**config.mk**
```make
export PLATFORM = sky130hd
export DESIGN_NAME = btcce_exec
export DESIGN_NICKNAME = d
export VERILOG_FILES = /design/src/rtl/btcce_pkg.sv /design/src/rtl/btcce_exec.sv
export VERILOG_INCLUDE_DIRS = /design/src /design/src/rtl
export SDC_FILE = /design/constraint.sdc
export NUM_CORES = 1
export LEC_CHECK = 0
export BUFFER_PORTS_ARGS = -buffer_cell sky130_fd_sc_hd__buf_2
export CORE_ASPECT_RATIO = 2
export CORE_MARGIN = 1.5
export CORE_UTILIZATION = 40
export DETAILED_ROUTE_END_ITERATION = 16
export PLACE_DENSITY = 0.74
export SETUP_SLACK_MARGIN = 0.05
export SLEW_MARGIN = 40
export SYNTH_ARGS = -nofsm -noshare
export SYNTH_HDL_FRONTEND = slang
export SYNTH_SLANG_ARGS = --single-unit
```
**constraint.sdc**
```tcl
create_clock -name clk_sys_i -period 1.59 [get_ports clk_sys_i]
set_input_delay 0 -clock clk_sys_i [delete_from_list [all_inputs] [get_ports clk_sys_i]]
set_output_delay 0 -clock clk_sys_i [all_outputs]
set_load 0.01 [all_outputs]
```
**src/rtl/btcce_defs.svh**
```systemverilog
// Constants for the bit-test, call, clear and watchdog-clear execution block.
`ifndef BTCCE_DEFS_SVH
`define BTCCE_DEFS_SVH
`define BTCCE_ZERO_BYTE 8'h00
`define BTCCE_FADDR_MAX 5'h1f
`define BTCCE_DEST_W 1'b0
`define BTCCE_DEST_F 1'b1
`define BTCCE_STAT_PAGE_HI 6
`define BTCCE_STAT_PAGE_LO 5
`define BTCCE_PC_W 11
`define BTCCE_PC_ONE 11'h001
`define BTCCE_CALL_CYCLES 2'h2
`define BTCCE_SKIP_CYCLES 2'h2
`define BTCCE_ONE_CYCLE 2'h1
`endif

```
**src/rtl/btcce_pkg.sv**
```systemverilog
// Types shared by the bit-test, call, clear and watchdog-clear execution block.
package btcce_pkg;

    typedef enum logic [2:0] {
        BTCCE_OP_NONE,
        BTCCE_OP_AND_WORKING_WITH_FILE,
        BTCCE_OP_SKIP_IF_BIT_CLEAR,
        BTCCE_OP_SKIP_IF_BIT_SET,
        BTCCE_OP_CLEAR_WORKING_REG,
        BTCCE_OP_CLEAR_FILE_REG,
        BTCCE_OP_CALL,
        BTCCE_OP_CLEAR_WATCHDOG_INSTR
    } btcce_op_e;

    typedef struct packed {
        logic valid;
        btcce_op_e op;
        logic [4:0] faddr;
        logic dest;
        logic [2:0] bitsel;
        logic [7:0] literal;
    } btcce_instr_s;

    typedef struct packed {
        logic we;
        logic [4:0] addr;
        logic [7:0] data;
    } btcce_fwr_s;

    typedef enum logic {
        BTCCE_ST_EXEC,
        BTCCE_ST_SECOND
    } btcce_state_e;

endpackage : btcce_pkg

```
**src/rtl/btcce_exec.sv**
```systemverilog
// Execution stage for bit tests, subroutine call, clears and watchdog clear.
`timescale 1ns/1ps
`default_nettype none
`include "btcce_defs.svh"

// Operation
// - AND working register with file register 0..31; only zero flag updated.
// - Destination select 0 writes working register, 1 writes file register.
// - Skip-if-bit-clear tests bit 0..7, skips when zero, flags unchanged.
// - Taken skip discards fetched instruction, runs idle cycle; two cycles total.
// - Skip-if-bit-set tests selected bit, skips when one, flags unchanged.
// - Clear working register loads 00h and sets zero flag.
// - Call pushes program counter plus one onto the stack first.
// - Call loads literal into counter bits 7:0, status 6:5 into bits 10:9.
// - Call clears counter bit 8, takes two cycles, leaves flags unchanged.
// - Watchdog clear zeroes counter, and prescaler only when assigned to watchdog.
// - Watchdog clear sets expiry and sleep status bits to one.
// - Clear file register writes 00h and sets zero flag.
module btcce_exec
    import btcce_pkg::*;
(
    input wire logic clk_sys_i,
    input wire logic sys_rst_i,
    input wire btcce_instr_s instr_i,
    input wire logic [7:0] file_rdata_i,
    input wire logic [7:0] working_i,
    input wire logic [7:0] status_i,
    input wire logic [`BTCCE_PC_W-1:0] program_counter_i,
    input wire logic prescaler_to_watchdog_i,
    output logic [4:0] file_raddr_o,
    output btcce_fwr_s file_wr_o,
    output logic working_we_o,
    output logic [7:0] working_wdata_o,
    output logic zero_we_o,
    output logic zero_o,
    output logic stack_push_o,
    output logic [`BTCCE_PC_W-1:0] stack_wdata_o,
    output logic pc_load_o,
    output logic [`BTCCE_PC_W-1:0] program_counter_o,
    output logic watchdog_counter_clr_o,
    output logic prescaler_clr_o,
    output logic status_bits_set_o,
    output logic idle_cycle_o,
    output logic busy_o
);

    // ==========================================================
    // Helpers
    // ==========================================================
    function automatic logic bit_of(input logic [7:0] v, input logic [2:0] b);
        bit_of = v[b];
    endfunction : bit_of

    function automatic logic is_zero(input logic [7:0] v);
        is_zero = (v == `BTCCE_ZERO_BYTE);
    endfunction : is_zero

    // ==========================================================
    // Execution state and output registers
    // ==========================================================
    btcce_state_e state_r, state_nxt;
    btcce_fwr_s file_wr_r, file_wr_nxt;
    logic working_we_r, working_we_nxt;
    logic [7:0] working_wdata_r, working_wdata_nxt;
    logic zero_we_r, zero_we_nxt;
    logic zero_r, zero_nxt;
    logic stack_push_r, stack_push_nxt;
    logic [`BTCCE_PC_W-1:0] stack_wdata_r, stack_wdata_nxt;
    logic pc_load_r, pc_load_nxt;
    logic [`BTCCE_PC_W-1:0] pc_r, pc_nxt;
    logic wdt_clr_r, wdt_clr_nxt;
    logic pre_clr_r, pre_clr_nxt;
    logic stat_set_r, stat_set_nxt;
    logic idle_r, idle_nxt;
    logic [7:0] and_res;
    logic accept;

    assign file_raddr_o = instr_i.faddr;
    assign and_res = working_i & file_rdata_i;
    assign accept = instr_i.valid && (state_r == BTCCE_ST_EXEC);

    always_comb
    begin
        state_nxt = BTCCE_ST_EXEC;
        file_wr_nxt = '0;
        working_we_nxt = 1'b0;
        working_wdata_nxt = working_wdata_r;
        zero_we_nxt = 1'b0;
        zero_nxt = zero_r;
        stack_push_nxt = 1'b0;
        stack_wdata_nxt = stack_wdata_r;
        pc_load_nxt = 1'b0;
        pc_nxt = pc_r;
        wdt_clr_nxt = 1'b0;
        pre_clr_nxt = 1'b0;
        stat_set_nxt = 1'b0;
        idle_nxt = 1'b0;
        if (state_r == BTCCE_ST_SECOND)
        begin
            // Second cycle: fetched instruction is dropped as an idle cycle.
            idle_nxt = 1'b1;
        end
        else if (accept)
        begin
            unique case (instr_i.op)
                BTCCE_OP_AND_WORKING_WITH_FILE:
                begin
                    zero_we_nxt = 1'b1;
                    zero_nxt = is_zero(and_res);
                    if (instr_i.dest == `BTCCE_DEST_W)
                    begin
                        working_we_nxt = 1'b1;
                        working_wdata_nxt = and_res;
                    end
                    else
                    begin
                        file_wr_nxt.we = 1'b1;
                        file_wr_nxt.addr = instr_i.faddr;
                        file_wr_nxt.data = and_res;
                    end
                end
                BTCCE_OP_SKIP_IF_BIT_CLEAR:
                begin
                    if (!bit_of(file_rdata_i, instr_i.bitsel))
                    begin
                        state_nxt = BTCCE_ST_SECOND;
                    end
                end
                BTCCE_OP_SKIP_IF_BIT_SET:
                begin
                    if (bit_of(file_rdata_i, instr_i.bitsel))
                    begin
                        state_nxt = BTCCE_ST_SECOND;
                    end
                end
                BTCCE_OP_CLEAR_WORKING_REG:
                begin
                    working_we_nxt = 1'b1;
                    working_wdata_nxt = `BTCCE_ZERO_BYTE;
                    zero_we_nxt = 1'b1;
                    zero_nxt = 1'b1;
                end
                BTCCE_OP_CLEAR_FILE_REG:
                begin
                    file_wr_nxt.we = 1'b1;
                    file_wr_nxt.addr = instr_i.faddr;
                    file_wr_nxt.data = `BTCCE_ZERO_BYTE;
                    zero_we_nxt = 1'b1;
                    zero_nxt = 1'b1;
                end
                BTCCE_OP_CALL:
                begin
                    stack_push_nxt = 1'b1;
                    stack_wdata_nxt = program_counter_i + `BTCCE_PC_ONE;
                    pc_load_nxt = 1'b1;
                    pc_nxt = {status_i[`BTCCE_STAT_PAGE_HI:`BTCCE_STAT_PAGE_LO], 1'b0,
                              instr_i.literal};
                    state_nxt = BTCCE_ST_SECOND;
                end
                BTCCE_OP_CLEAR_WATCHDOG_INSTR:
                begin
                    wdt_clr_nxt = 1'b1;
                    pre_clr_nxt = prescaler_to_watchdog_i;
                    stat_set_nxt = 1'b1;
                end
                default:
                begin
                    state_nxt = BTCCE_ST_EXEC;
                end
            endcase
        end
    end

    always_ff @(posedge clk_sys_i)
    begin
        if (sys_rst_i)
        begin
            state_r <= BTCCE_ST_EXEC;
            file_wr_r <= '0;
            working_we_r <= 1'b0;
            working_wdata_r <= `BTCCE_ZERO_BYTE;
            zero_we_r <= 1'b0;
            zero_r <= 1'b0;
            stack_push_r <= 1'b0;
            stack_wdata_r <= '0;
            pc_load_r <= 1'b0;
            pc_r <= '0;
            wdt_clr_r <= 1'b0;
            pre_clr_r <= 1'b0;
            stat_set_r <= 1'b0;
            idle_r <= 1'b0;
        end
        else
        begin
            state_r <= state_nxt;
            file_wr_r <= file_wr_nxt;
            working_we_r <= working_we_nxt;
            working_wdata_r <= working_wdata_nxt;
            zero_we_r <= zero_we_nxt;
            zero_r <= zero_nxt;
            stack_push_r <= stack_push_nxt;
            stack_wdata_r <= stack_wdata_nxt;
            pc_load_r <= pc_load_nxt;
            pc_r <= pc_nxt;
            wdt_clr_r <= wdt_clr_nxt;
            pre_clr_r <= pre_clr_nxt;
            stat_set_r <= stat_set_nxt;
            idle_r <= idle_nxt;
        end
    end

    assign file_wr_o = file_wr_r;
    assign working_we_o = working_we_r;
    assign working_wdata_o = working_wdata_r;
    assign zero_we_o = zero_we_r;
    assign zero_o = zero_r;
    assign stack_push_o = stack_push_r;
    assign stack_wdata_o = stack_wdata_r;
    assign pc_load_o = pc_load_r;
    assign program_counter_o = pc_r;
    assign watchdog_counter_clr_o = wdt_clr_r;
    assign prescaler_clr_o = pre_clr_r;
    assign status_bits_set_o = stat_set_r;
    assign idle_cycle_o = idle_r;
    assign busy_o = (state_r == BTCCE_ST_SECOND);

    // ==========================================================
    // Checks
    // ==========================================================
    property p_and_zero;
        @(posedge clk_sys_i) disable iff (sys_rst_i)
        accept && instr_i.op == BTCCE_OP_AND_WORKING_WITH_FILE
        |=> zero_we_o && zero_o == ($past(working_i & file_rdata_i) == 8'h00);
    endproperty
    a_and_zero: assert property (p_and_zero) else $error("AND zero flag wrong.");

    property p_and_dest;
        @(posedge clk_sys_i) disable iff (sys_rst_i)
        accept && instr_i.op == BTCCE_OP_AND_WORKING_WITH_FILE
        |=> (working_we_o != file_wr_o.we) && (working_we_o == !$past(instr_i.dest));
    endproperty
    a_and_dest: assert property (p_and_dest) else $error("AND destination wrong.");

    property p_skip_clr;
        @(posedge clk_sys_i) disable iff (sys_rst_i)
        accept && instr_i.op == BTCCE_OP_SKIP_IF_BIT_CLEAR && !file_rdata_i[instr_i.bitsel]
        |=> busy_o && !zero_we_o ##1 idle_cycle_o && !busy_o;
    endproperty
    a_skip_clr: assert property (p_skip_clr) else $error("Skip on clear failed.");

    property p_skip_two;
        @(posedge clk_sys_i) disable iff (sys_rst_i)
        idle_cycle_o |-> $past(busy_o) && !file_wr_o.we && !working_we_o;
    endproperty
    a_skip_two: assert property (p_skip_two) else $error("Idle cycle wrong.");

    property p_skip_set;
        @(posedge clk_sys_i) disable iff (sys_rst_i)
        accept && instr_i.op == BTCCE_OP_SKIP_IF_BIT_SET
        |=> busy_o == $past(file_rdata_i[instr_i.bitsel]) && !zero_we_o;
    endproperty
    a_skip_set: assert property (p_skip_set) else $error("Skip on set failed.");

    property p_clear_working_reg;
        @(posedge clk_sys_i) disable iff (sys_rst_i)
        accept && instr_i.op == BTCCE_OP_CLEAR_WORKING_REG
        |=> working_we_o && working_wdata_o == 8'h00 && zero_o && zero_we_o;
    endproperty
    a_clear_working_reg: assert property (p_clear_working_reg) else $error("Clear working failed.");

    property p_call;
        @(posedge clk_sys_i) disable iff (sys_rst_i)
        accept && instr_i.op == BTCCE_OP_CALL
        |=> stack_push_o && stack_wdata_o == $past(program_counter_i) + 11'h001
            && program_counter_o[7:0] == $past(instr_i.literal)
            && program_counter_o[10:9] == $past(status_i[6:5])
            && !program_counter_o[8] && !zero_we_o ##1 idle_cycle_o;
    endproperty
    a_call: assert property (p_call) else $error("Call failed.");

    property p_clear_watchdog_instr;
        @(posedge clk_sys_i) disable iff (sys_rst_i)
        accept && instr_i.op == BTCCE_OP_CLEAR_WATCHDOG_INSTR
        |=> watchdog_counter_clr_o && status_bits_set_o
            && prescaler_clr_o == $past(prescaler_to_watchdog_i);
    endproperty
    a_clear_watchdog_instr: assert property (p_clear_watchdog_instr) else $error("Watchdog clear failed.");

    property p_clear_file_reg;
        @(posedge clk_sys_i) disable iff (sys_rst_i)
        accept && instr_i.op == BTCCE_OP_CLEAR_FILE_REG
        |=> file_wr_o.we && file_wr_o.data == 8'h00 && file_wr_o.addr == $past(instr_i.faddr)
            && zero_o && !busy_o;
    endproperty
    a_clear_file_reg: assert property (p_clear_file_reg) else $error("Clear file failed.");

    property p_call_two;
        @(posedge clk_sys_i) disable iff (sys_rst_i)
        accept && instr_i.op == BTCCE_OP_CALL
        |=> busy_o && pc_load_o && !zero_we_o && !status_bits_set_o
            ##1 !busy_o && !pc_load_o && !stack_push_o;
    endproperty
    a_call_two: assert property (p_call_two) else $error("Call length wrong.");

    property p_status_set;
        @(posedge clk_sys_i) disable iff (sys_rst_i)
        status_bits_set_o |-> $past(accept) && $past(instr_i.op) == BTCCE_OP_CLEAR_WATCHDOG_INSTR;
    endproperty
    a_status_set: assert property (p_status_set) else $error("Status set wrong.");

    property p_one_cycle;
        @(posedge clk_sys_i) disable iff (sys_rst_i)
        accept && (instr_i.op == BTCCE_OP_AND_WORKING_WITH_FILE
            || instr_i.op == BTCCE_OP_CLEAR_WORKING_REG
            || instr_i.op == BTCCE_OP_CLEAR_FILE_REG
            || instr_i.op == BTCCE_OP_CLEAR_WATCHDOG_INSTR)
        |=> !busy_o && !idle_cycle_o;
    endproperty
    a_one_cycle: assert property (p_one_cycle) else $error("Op stalled.");

endmodule : btcce_exec
`default_nettype wire

```
Word level (Yosys, flattened, before mapping)
Cells that the tools add are included.
W data, S select, Z words.

word-level totals
  input bits = 59
  logic and storage cells = 55
  register bits after elaboration = 51
  output and inout bits = 59

cells by class
  equality and inequality tests = 8
  reductions and logical operators = 11
  magnitude comparators = 1
  mux-type cells = 16
  bitwise gates (word level) = 4
  $add $sub $neg = 1

operators by type and width
  kind                     number
  $pmux W14 S2             1
  $pmux W8 S2              1
  $mux W14                 1
  $eq A3 B3 Y1 const B     4
  $add A11 B1 Y11 const B  1
  $and A8 B8 Y8            1
  $logic_not A8 Y1         1
  $mux W1                  8
  $mux W8                  1
  $eq A3 B2 Y1 const B     2
  $reduce_and A3 Y1        2
  $reduce_or A3 Y1         2
  $lt A3 B4 Y1 const B     1
  $pmux W1 S2              2
  $reduce_and A4 Y1        1
  $reduce_bool A2 Y1       2
  $reduce_or A4 Y1         1
  $bmux W1 S3              1
  $eq A3 B1 Y1 const B     1
  $not A1 Y1               3
  $pmux W1 S3              1
  $ne A2 B2 Y1 const B     1
  $reduce_or A2 Y1         1
  $logic_and A1 B1 Y1      1

Longest topological paths before layout
Gate-level depths: netlist of the first run.

  depth in word-level cells = 4
  depth in mapped cells = 5
  gate-level depth less buffers = 5

Least setup slack after synthesis of the first run
No wires, ideal clock.

  path type = register -> register
  from = register state_r (netlist: busy_o)
  to = register stack_wdata_r[5] (netlist: stack_wdata_o[5])
  required time = 1.451 ns
  stages on the path, launching flop included = 5
  arrival = 1.178 ns
  clock period less this slack = 1.317 ns
  setup time = 0.139 ns
  path slack = 0.273 ns
  buffers on the path = 1
  path through = dfxtp_1 -> and4bb_2 -> nand2_1 -> clkbuf_1 -> a22oi_1

on the way
  cells in the longest elaborated chain, start to end = 3

RTL lines
  item                           RTL line           source
  from (decl)                    btcce_exec.sv:61   btcce_state_e state_r, state_nxt;
  from (signal assigned)         btcce_exec.sv:195  state_r <= state_nxt;
  $not A1 Y1 (no line) *         n/a
  $logic_and A1 B1 Y1            btcce_exec.sv:80   assign accept = instr_i.valid && (state_r == BTCCE_ST_EXEC);
  $reduce_and A3 Y1 (no line) *  n/a
  to (signal assigned)           btcce_exec.sv:202  stack_wdata_r <= stack_wdata_nxt;
  to (decl)                      btcce_exec.sv:68   logic [`BTCCE_PC_W-1:0] stack_wdata_r, stack_wdata_nxt;

Mark *: on every way between the ends. The rest lies on a longest branch, timed or not.
A chain may end at the register's enable or synchronous reset.

Final worst setup path of the first run
  from = input file_rdata_i[7]
  to = register state_r (netlist: busy_o)

on the way
  cells in the longest elaborated chain, start to end = 4
  elaborated cells on any way between the ends = 5
  those cells by class = mux (5)

RTL lines
  item                             RTL line                              source
  from (decl)                      btcce_exec.sv:25                      input wire logic [7:0] file_rdata_i,
  $bmux W1 S3 *                    btcce_exec.sv:51                      bit_of = v[b];
  $mux W1 (not written as such) *  btcce_exec.sv:51
  $mux W1 (on tied branches)       btcce_exec.sv:131, btcce_exec.sv:124
  $pmux W1 S3 *                    btcce_exec.sv:105                     unique case (instr_i.op)

Mark *: on every way between the ends. The rest lies on a longest branch, timed or not. The select of a mux whose other input is x is not followed.

==> results of run 1 <==
==> what timing repair did <==
item	4_1_cts	5_1_grt
hold buffers	37	0
endpoints found under the hold margin	30	0
setup endpoints to repair	0	0
==> power by group through the flow <==
stage / Clock [uW] / Combinational [uW] / Sequential, uW
after floorplan: 0 / 137 / 1370
after global placement: 0 / 293 / 1350
after detailed placement: 0 / 297 / 1350
after CTS: 945 / 368 / 1320
after global routing: 997 / 405 / 1330
final: 920 / 370 / 1320
==> through the flow <==
stage                     setup slack, ns  area, um^2
after CTS                           0.130        3130
after detailed placement            0.174        2640
after floorplan                     0.273        2080
after global routing               0.0995        3130
final                               0.135        3130
after global placement              0.218        2640
==> per-layer routing <==
layer | GRT usage (%) | wire (um) | part of all wire (%) | vias up
li1 | - | - | - | 1018
met1 | 20.6 | 1980 | 35 | 954
met2 | 40.3 | 3230 | 57 | 73
met3 | 3.86 | 303 | 5.3 | 16
met4 | 9.64 | 176 | 3.1 | 0
met5 | 0 | 0 | 0 | -
==> Yosys cell counts (2+ instances only) <==
master	instances
nand3_1	2
nand2_1	11
nand2b_1	21
and4_1	3
a21oi_1	15
and3_1	2
a32o_1	5
clkbuf_1	6
nor2b_1	3
nor3b_2	2
mux2i_1	5
xor2_1	6
and2_1	6
dfxtp_1	51
nor2_1	33
nand4_1	4
and2b_1	2
a31oi_1	2
a22oi_1	7
buf_4	9
nand4b_1	2
==> layout by cell type, fill, tap and decap left out, drive strengths merged, types with 2 or more instances in the layout <==
| cell | n |
|---|---|
| dfxtp | 51 |
| xor2 | 6 |
| nor2b | 4 |
| nor3b | 3 |
| a21oi | 15 |
| nor3 | 2 |
| a22oi | 7 |
| nand4 | 4 |
| nand4b | 2 |
| and3 | 2 |
| o21ai | 2 |
| a31oi | 2 |
| dlygate4sd3 | 37 |
| nand2 | 11 |
| buf | 113 |
| and2b | 2 |
| and2 | 6 |
| nand3 | 2 |
| nand2b | 22 |
| nor2 | 33 |
| and4 | 3 |
| mux2i | 5 |
| clkbuf | 6 |
| a32o | 5 |
==> layout make-up <==
type,instances,area [um^2],share of cell area [%]
Clock buffer,6,82.6,2.64
Multi-Input combinational cell,149,968,31.0
Inverter,1,3.75,0.120
Clock inverter,2,35.0,1.12
Tap cell,58,72.6,2.32
Timing Repair Buffer,150,943,30.2
Sequential cell,51,1020,32.7
==> worst max-delay path by stage <==
stage | from | end | slack [ns]
5_1_grt | program_counter_i[0] | stack_wdata_o[10] | 0.1
3_3_place_gp | busy_o | working_wdata_o[0] | 0.22
2_1_floorplan | busy_o | stack_wdata_o[5] | 0.27
6_report | file_rdata_i[7] | busy_o | 0.13
4_1_cts | busy_o | working_wdata_o[7] | 0.13
3_5_place_dp | busy_o | working_wdata_o[7] | 0.17
==> registers in the layout, indices dropped and copies added (netlist names) <==
name / flops
pc_load_o: 1
status_bits_set_o: 1
stack_wdata_o: 11
idle_cycle_o: 1
working_wdata_o: 8
file_wr_o: 14
zero_o: 1
busy_o: 1
zero_we_o: 1
program_counter_o: 10
working_we_o: 1
prescaler_clr_o: 1
==> critical path, stage by stage <==
cell and delay, ns:
dlygate4sd3_1 0.55, buf_2 0.15, mux4_2 0.47, nand2b_4 0.15, and3_1 0.16, o21a_1 0.16
==> cell families after synthesis <==
group                      Yosys count
muxes                                6
buffers and inverters               16
adders and majority gates            1
AOI/OAI and AO/OA                   35
other                                1
and+or+nand+nor                     99
xor gates and xnor gates             7
DFF                                 51
==> impl_metrics.py, run 1 <==
metrics = {
    "pwr": {
        "pwr-share-clk_pct": 35.2,
        "power_frac_comb_pct": 14.2,
        "ir_drop_v": 0.000880,
        "leakage_uw": 0.00154,
        "p_seq_share_pct": 50.6,
        "p_int_uw": 2020,
        "p_sw_uw": 595,
        "p_total_uw": 2610,
        "swShare_pct": 22.8,
        "p_per_area_nw_per_um2": 836,
    },
    "grt": {
        "antenna_found_initial": 0,
        "grt_util_all_layers_pct": 21.4,
        "grt_start_max_net_pins": 23,
        "gr-total-overflow": 0,
        "grt_pass1_vias": 2043,
        "grt_pass1_wl_um": 9090,
    },
    "timing": {
        "fin_crit_ns": 1.46,
        "fin_skew_ns": 0.00700,
        "slew_viol_final": 0,
        "rsz0062_at_grt": "false",
        "fin_crit_sh_pct": 91.5,
        "setup_violations": 0,
        "fin_tns_setup_ns": 0,
        "hold_viol": 0,
        "fmax_ghz": 0.687,
        "fin_hold_ws_ns": 0.0208,
    },
    "drt": {
        "vias_per_cell": 4.94,
        "detail-route-antenna-nets": 0,
        "via_count": 2061,
        "wl_per_cell_um": 13.6,
        "dr.pass1.iters": 4,
        "drt_iter0_markers": 16,
        "route.detailed.drc": 0,
        "routed_wl_um": 5690,
    },
    "placed_design": {
        "place.gp.congestion": 0.768,
        "hpwl_um": 3840,
        "port_buffers": 110,
        "place_inst": 372,
    },
    "synthesis": {
        "muxShareOfSynthArea_pct": 3.48,
        "synth_top_family_by_area": "simple AND/OR/NAND/NOR gates",
        "synth_ff_type": "dfxtp_1",
        "synth_area_leaders": "dfxtp_1 49%, nand2b_1 6.3%, nor2_1 5.9%",
        "synth_compound_area_share_pct": 11.7,
        "ys_types": 40,
        "async_reset_ff_share_pct": 0,
        "synth_area_um2": 2080,
        "synth_xor_area_share_pct": 2.94,
        "ys_warn_count": 0,
        "synth_edf_count": 0,
        "synth_top_area_share_pct": 49.0,
        "syn_inst": 216,
        "ys_seq_area_share_pct": 49.0,
        "yosys.area.top_type": "dfxtp_1",
        "synth-seq-cells": 51,
        "syn_nets": 276,
        "synth_area_per_cell_um2": 9.64,
        "synth-simple-area-share_pct": 27.6,
        "synth-adder-area-share_pct": 0.601,
    },
    "layout": {
        "antennaDiodeCount": 0,
        "final_cells": 417,
        "fillers": 498,
        "num-nets-final": 418,
        "area_delta_synth_final_pct": 50.1,
        "layout-drive-gt1-share_pct": 36.8,
        "post-route-util_pct": 61.4,
    },
    "critical_path": {
        "path_class": "in -> reg",
        "critPathArrivalTime_ns": 1.65,
        "startpoint_type": "input pin",
        "worstPathRequired_ns": 1.79,
        "rrSetupSlack_ns": 0.15,
        "crit_fanout": 3,
        "reg2regPathDepth": 4,
        "r2r_end": "working_wdata_o[7]",
        "rr_startpoint": "busy_o",
        "endpoint_kind": "flop",
    },
    "floorplan": {
        "chipHeight_um": 105,
        "core_area_um2": 5090,
        "io_pins": 118,
        "die_area_um2": 5680,
        "fp-row-count": 37,
        "die_x_um": 54.0,
        "initial_utilization_pct": 40.9,
    },
    "min_path": {
        "hold_end": "working_wdata_o[4]",
        "whs_path_depth": 2,
        "hold_start": "sys_rst_i",
        "holdCritPathClass": "in -> reg",
    },
    "run_status": {
        "outcome": "finished, final reports clean",
    },
    "clocking": {
        "cts_resized": 0,
        "cts_root_buf": "clkbuf_8",
        "numCtsBuffers": 5,
        "cts_tree": "yes",
        "clkLatencyLatePin_ns": 0.30,
        "h-tree-depth": 2,
        "cts.sinks": 51,
        "cts_setup_buffers": 0,
        "clk_pin_slew_ns": 0.09,
        "clockBufferDepth": 2,
    },
    "run": {
        "drv_cap": 0,
    },
}
Note: power is estimated with default switching activity, not from simulation.
==> inputs of run 2 (changes only) <==
- BUFFER_PORTS_ARGS: -buffer_cell sky130_fd_sc_hd__buf_2 -> -buffer_cell sky130_fd_sc_hd__buf_4
- SKIP_LAST_GASP: default -> 1
==> run 2 against run 1 <==
- routed wire length is 0.90% higher
- largest power group unchanged
- clock power is 23% lower
- hold slack worse by 0.0024 ns
- die area stayed put
- clock-buffer cell count is 1 higher
- sequential power hardly changed
- register-to-register slack better by 0.08 ns
- final area is 6.7% higher
- global-route usage is 0.34 points lower
==> impl_metrics.py, run 2 (synthesis gave the netlist of run 1 again) <==
metrics = {
    "run_status": {
        "outcome": "finished, final reports clean",
    },
    "layout": {
        "antennaDiodeCount": 0,
        "final_cell_mix": "113 x buf_4, 51 x dfxtp_1, 34 x dlygate4sd3_1, 33 x nor2_1, 21 x nand2b_1",
        "largest_register_ffs": 14,
        "layout-drive-gt1-share_pct": 36.5,
        "final_common_cell": "buf_4",
        "num-nets-final": 415,
        "area_delta_synth_final_pct": 60.1,
    },
    "drt": {
        "dr.pass1.iters": 5,
        "vias_per_cell": 4.95,
        "via_count": 2048,
        "route.detailed.drc": 0,
        "detail-route-antenna-nets": 0,
        "drt_iter0_markers": 45,
        "routed_wl_um": 5740,
        "wl_per_cell_um": 13.9,
    },
    "clocking": {
        "clk_pin_slew_ns": 0.09,
        "cts_resized": 0,
        "cts_root_buf": "clkbuf_8",
        "cts_setup_buffers": 0,
        "h-tree-depth": 2,
        "numCtsBuffers": 5,
        "cts_tree": "yes",
        "clockBufferDepth": 2,
        "clkLatencyLatePin_ns": 0.29,
        "cts.sinks": 51,
    },
    "grt": {
        "busiest_layer": "met2",
        "grt_pass1_wl_um": 8960,
        "grt_util_met3_pct": 4.00,
        "antenna_found_initial": 0,
        "grt.met1_usage_pct": 20.8,
        "gr-total-overflow": 0,
        "grt_util_all_layers_pct": 21.1,
        "grt_use_met2_pct": 40.0,
        "grt_start_max_net_pins": 33,
        "grt_pass1_vias": 1957,
    },
    "pwr": {
        "p_int_uw": 1870,
        "power_frac_comb_pct": 17.3,
        "swShare_pct": 23.8,
        "p_seq_share_pct": 54.0,
        "p_per_area_nw_per_um2": 735,
        "leakage_uw": 0.00156,
        "p_total_uw": 2450,
        "p_sw_uw": 583,
        "ir_drop_v": 0.000584,
        "pwr-share-clk_pct": 28.7,
    },
    "floorplan": {
        "io_pins": 118,
        "fp-row-count": 37,
        "die_x_um": 54.0,
        "chipHeight_um": 105,
        "core_area_um2": 5090,
        "die_area_um2": 5680,
        "initial_utilization_pct": 40.9,
    },
    "timing": {
        "fin_tns_setup_ns": 0,
        "fin_hold_ws_ns": 0.0184,
        "rsz0062_at_grt": "false",
        "fmax_ghz": 0.683,
        "slew_viol_final": 0,
        "setup_violations": 0,
        "worst_slack_ns": 0.126,
        "hold_viol": 0,
        "fin_skew_ns": 0.00336,
        "fin_crit_sh_pct": 92.0,
        "fin_crit_ns": 1.46,
    },
    "critical_path": {
        "startpoint_type": "input pin",
        "endpoint_kind": "flop",
        "worstPathRequired_ns": 1.78,
        "path_class": "in -> reg",
        "critPathArrivalTime_ns": 1.66,
        "crit_fanout": 3,
    },
    "run": {
        "drv_cap": 0,
    },
    "placed_design": {
        "dp_slack_ns": 0.229,
        "place.gp.congestion": 0.769,
        "port_buffers": 110,
        "hpwl_um": 4030,
    },
    "min_path": {
        "holdCritPathClass": "in -> reg",
    },
}
run 2: cell types whose count changed in the layout (fill, tap and decap cells not counted), sizes merged:
| cell | before | now |
|---|---|---|
| clkbuf | 6 | 7 |
| dlygate4sd3 | 37 | 34 |
| bufinv | 1 | 0 |
run 2: repair_timing:
item                       CTS  global route
hold endpoints to repair    30             0
setup endpoints to repair    0             0
hold buffers                34             0
run 2: final timing paths:
| check | startpoint | to | slack [ns] | cells after the start |
|---|---|---|---|---|
| min | program_counter_i[8] | stack_wdata_o[8] | 0.02 | 3 |
| min reg2reg | program_counter_o[6] | program_counter_o[6] | 0.47 | 2 |
| max reg2reg | busy_o | working_wdata_o[2] | 0.23 | 4 |
| max | file_rdata_i[3] | busy_o | 0.13 | 6 |
run 2: final cells by class:
class	count	area [um^2]
Fill cell	438	1760
Timing Repair Buffer	147	1190
Multi-Input combinational cell	149	968
Sequential cell	51	1020
Inverter	1	3.75
Tap cell	58	72.6
Clock buffer	7	76.3
Clock inverter	1	5.00
run 2: layer usage:
layer	wire length, um	part of all wire, %
met5	0	0
met4	146	2.5
met3	287	5.0
met2	3310	58
met1	1990	35
run 2: critical path, cell delays in order:
cell	delay, ns
dlygate4sd3_1	0.55
buf_4	0.15
mux4_2	0.47
nand2b_4	0.16
and3_1	0.17
o21a_1	0.17
run 2: power groups by stage:
| stage | Sequential, uW | Combinational (uW) | Clock, uW |
|---|---|---|---|
| 2_1_floorplan | 1370 | 137 | 0 |
| 3_3_place_gp | 1350 | 350 | 0 |
| 3_5_place_dp | 1350 | 355 | 0 |
| 4_1_cts | 1320 | 422 | 732 |
| 5_1_grt | 1330 | 458 | 785 |
| 6_report | 1320 | 423 | 705 |
run 2: per-stage QoR:
step	std cells	utilization, %	area [um^2]
finish	414	65.5	3340
global route	414	65.5	3340
CTS	414	65.5	3340
detailed placement	372	57.2	2910
global placement	372	57.2	2910
floorplan	216	-	2080
==> inputs of run 3 (changes only) <==
- clock period: 1.59 -> 1.4 ns (I/O delays scaled with it)
==> run 3 against run 2 <==
- final area grew 4.1%
- cell count increased by 1.7%
- power up 22%
- sequential share of layout area fell by 1.2 points
- first-iteration DRC count increased by 6.7%
- die area unchanged
- non-clock buffer count is 8 higher
- hold slack improved by 0.0022 ns
- largest power group unchanged
- highest routed layer unchanged
==> impl_metrics.py, run 3 (synthesis gave the netlist of run 1 again) <==
metrics = {
    "timing": {
        "slew_viol_final": 0,
        "fin_crit_ns": 1.33,
        "fmax_ghz": 0.751,
        "worst_slack_ns": 0.0689,
        "setup_violations": 0,
        "fin_crit_sh_pct": 95.1,
        "rsz0062_at_grt": "true",
        "fin_skew_ns": 0.00798,
        "hold_viol": 0,
    },
    "layout": {
        "fillers": 424,
        "final_cells": 421,
        "num-nets-final": 423,
        "final_cell_mix": "116 x buf_4, 50 x dfxtp_1, 37 x dlygate4sd3_1, 32 x nor2_1, 21 x nand2b_1",
        "area_delta_synth_final_pct": 66.6,
        "multi_input_area_um2": 983,
        "seqCellArea_um2": 1020,
        "layout-drive-gt1-share_pct": 38.0,
        "final_common_cell": "buf_4",
        "largest_register_ffs": 14,
        "antennaDiodeCount": 0,
    },
    "grt": {
        "grt_util_all_layers_pct": 21.5,
        "grt_start_max_net_pins": 22,
        "antenna_found_initial": 0,
        "grt_pass1_vias": 2131,
        "grt_pass1_wl_um": 9190,
        "gr-total-overflow": 0,
    },
    "placed_design": {
        "port_buffers": 110,
        "place_inst": 375,
        "dp_slack_ns": 0.0804,
        "place.gp.congestion": 0.746,
        "hpwl_um": 4160,
    },
    "drt": {
        "wl_per_cell_um": 14.2,
        "routed.top_layer": "met4",
        "wl_met1_um": 2020,
        "via_count": 2074,
        "wl_met2_um": 3570,
        "drt_iter0_markers": 48,
        "routed_wl_um": 5970,
        "vias_per_cell": 4.93,
        "wl_met3_um": 279,
        "dr.pass1.iters": 4,
        "route.detailed.drc": 0,
        "detail-route-antenna-nets": 0,
    },
    "clocking": {
        "h-tree-depth": 2,
        "clkLatencyLatePin_ns": 0.29,
        "numCtsBuffers": 5,
        "cts.sinks": 51,
        "clk_pin_slew_ns": 0.09,
        "cts_tree": "yes",
        "clockBufferDepth": 2,
        "cts_root_buf": "clkbuf_8",
    },
    "pwr": {
        "p_sw_uw": 677,
        "p_int_uw": 2310,
        "ir_drop_v": 0.000735,
        "pwr-share-clk_pct": 32.8,
        "p_per_area_nw_per_um2": 861,
        "p_seq_share_pct": 50.3,
        "leakage_uw": 0.00163,
        "swShare_pct": 22.7,
        "power_frac_comb_pct": 16.8,
    },
    "critical_path": {
        "endpoint_kind": "flop",
        "critPathLaunch": "busy_o",
        "startpoint_type": "flop",
        "worstPathRequired_ns": 1.59,
        "path_class": "reg -> reg",
        "critPathArrivalTime_ns": 1.52,
        "rr_startpoint": "busy_o",
        "crit_fanout": 5,
    },
    "floorplan": {
        "io_pins": 118,
        "die_x_um": 54.0,
        "fp-row-count": 37,
        "chipHeight_um": 105,
        "core_area_um2": 5090,
        "initial_utilization_pct": 40.9,
        "die_area_um2": 5680,
    },
    "run": {
        "drv_cap": 0,
    },
    "min_path": {
        "hold_start": "program_counter_i[8]",
        "holdCritPathClass": "in -> reg",
    },
    "run_status": {
        "outcome": "finished, final reports clean",
    },
}
run 3: critical path: stages, from the launching register on:
cell and delay, ns:
dfxtp_2 0.35, nor3b_4 0.24, o21ai_2 0.16, and2b_1 0.24
a32o_1 0.23
run 3: layer usage:
metal,global-route usage [%],up-vias
met1,19.5,978
met5,0,-
li1,-,1028
met4,7.14,0
met3,4.29,8
met2,42.7,60
run 3: power groups by stage:
stage | logic [uW] | registers (uW) | clock network [uW]
2_1_floorplan | 156 | 1550 | 0
3_3_place_gp | 406 | 1540 | 0
3_5_place_dp | 411 | 1540 | 0
4_1_cts | 494 | 1500 | 1010
5_1_grt | 540 | 1510 | 1080
6_report | 503 | 1500 | 981
run 3: worst paths after layout:
check / to / slack, ns / cells past startpoint
min: stack_wdata_o[8] / 0.02 / 3
max: working_wdata_o[7] / 0.07 / 4
max reg2reg: working_wdata_o[7] / 0.07 / 4
min reg2reg: stack_wdata_o[4] / 0.47 / 2
run 3: repair_timing:
| action | 4_1_cts | 5_1_grt |
|---|---|---|
| hold endpoints to repair | 33 | 0 |
| endpoints found under the setup margin | 0 | 26 |
| setup buffers | 0 | 1 |
| hold buffers | 37 | 0 |
| resized for setup | 0 | 5 |
run 3: through the flow:
stage	cell area [um^2]	util [%]	hold WS, ns	total power [uW]	setup TNS, ns
final	3470	68.2	0.0206	2990	0
after global routing	3470	68.2	0.0189	3130	-0.00229
after CTS	3420	67.2	0.00718	3000	0
after detailed placement	2950	57.9	0.188	1950	0
after global placement	2950	57.9	0.185	1940	0
after floorplan	2080	-	0.0918	1710	0
run 3: area by class of cell:
cell class	instances	area share (%)
clock inverter	1	0.865
multi-input combinational	149	28.3
inverter	1	0.108
clock buffer	6	2.09
timing repair buffer	155	37.1
tap	58	2.09
sequential	51	29.5
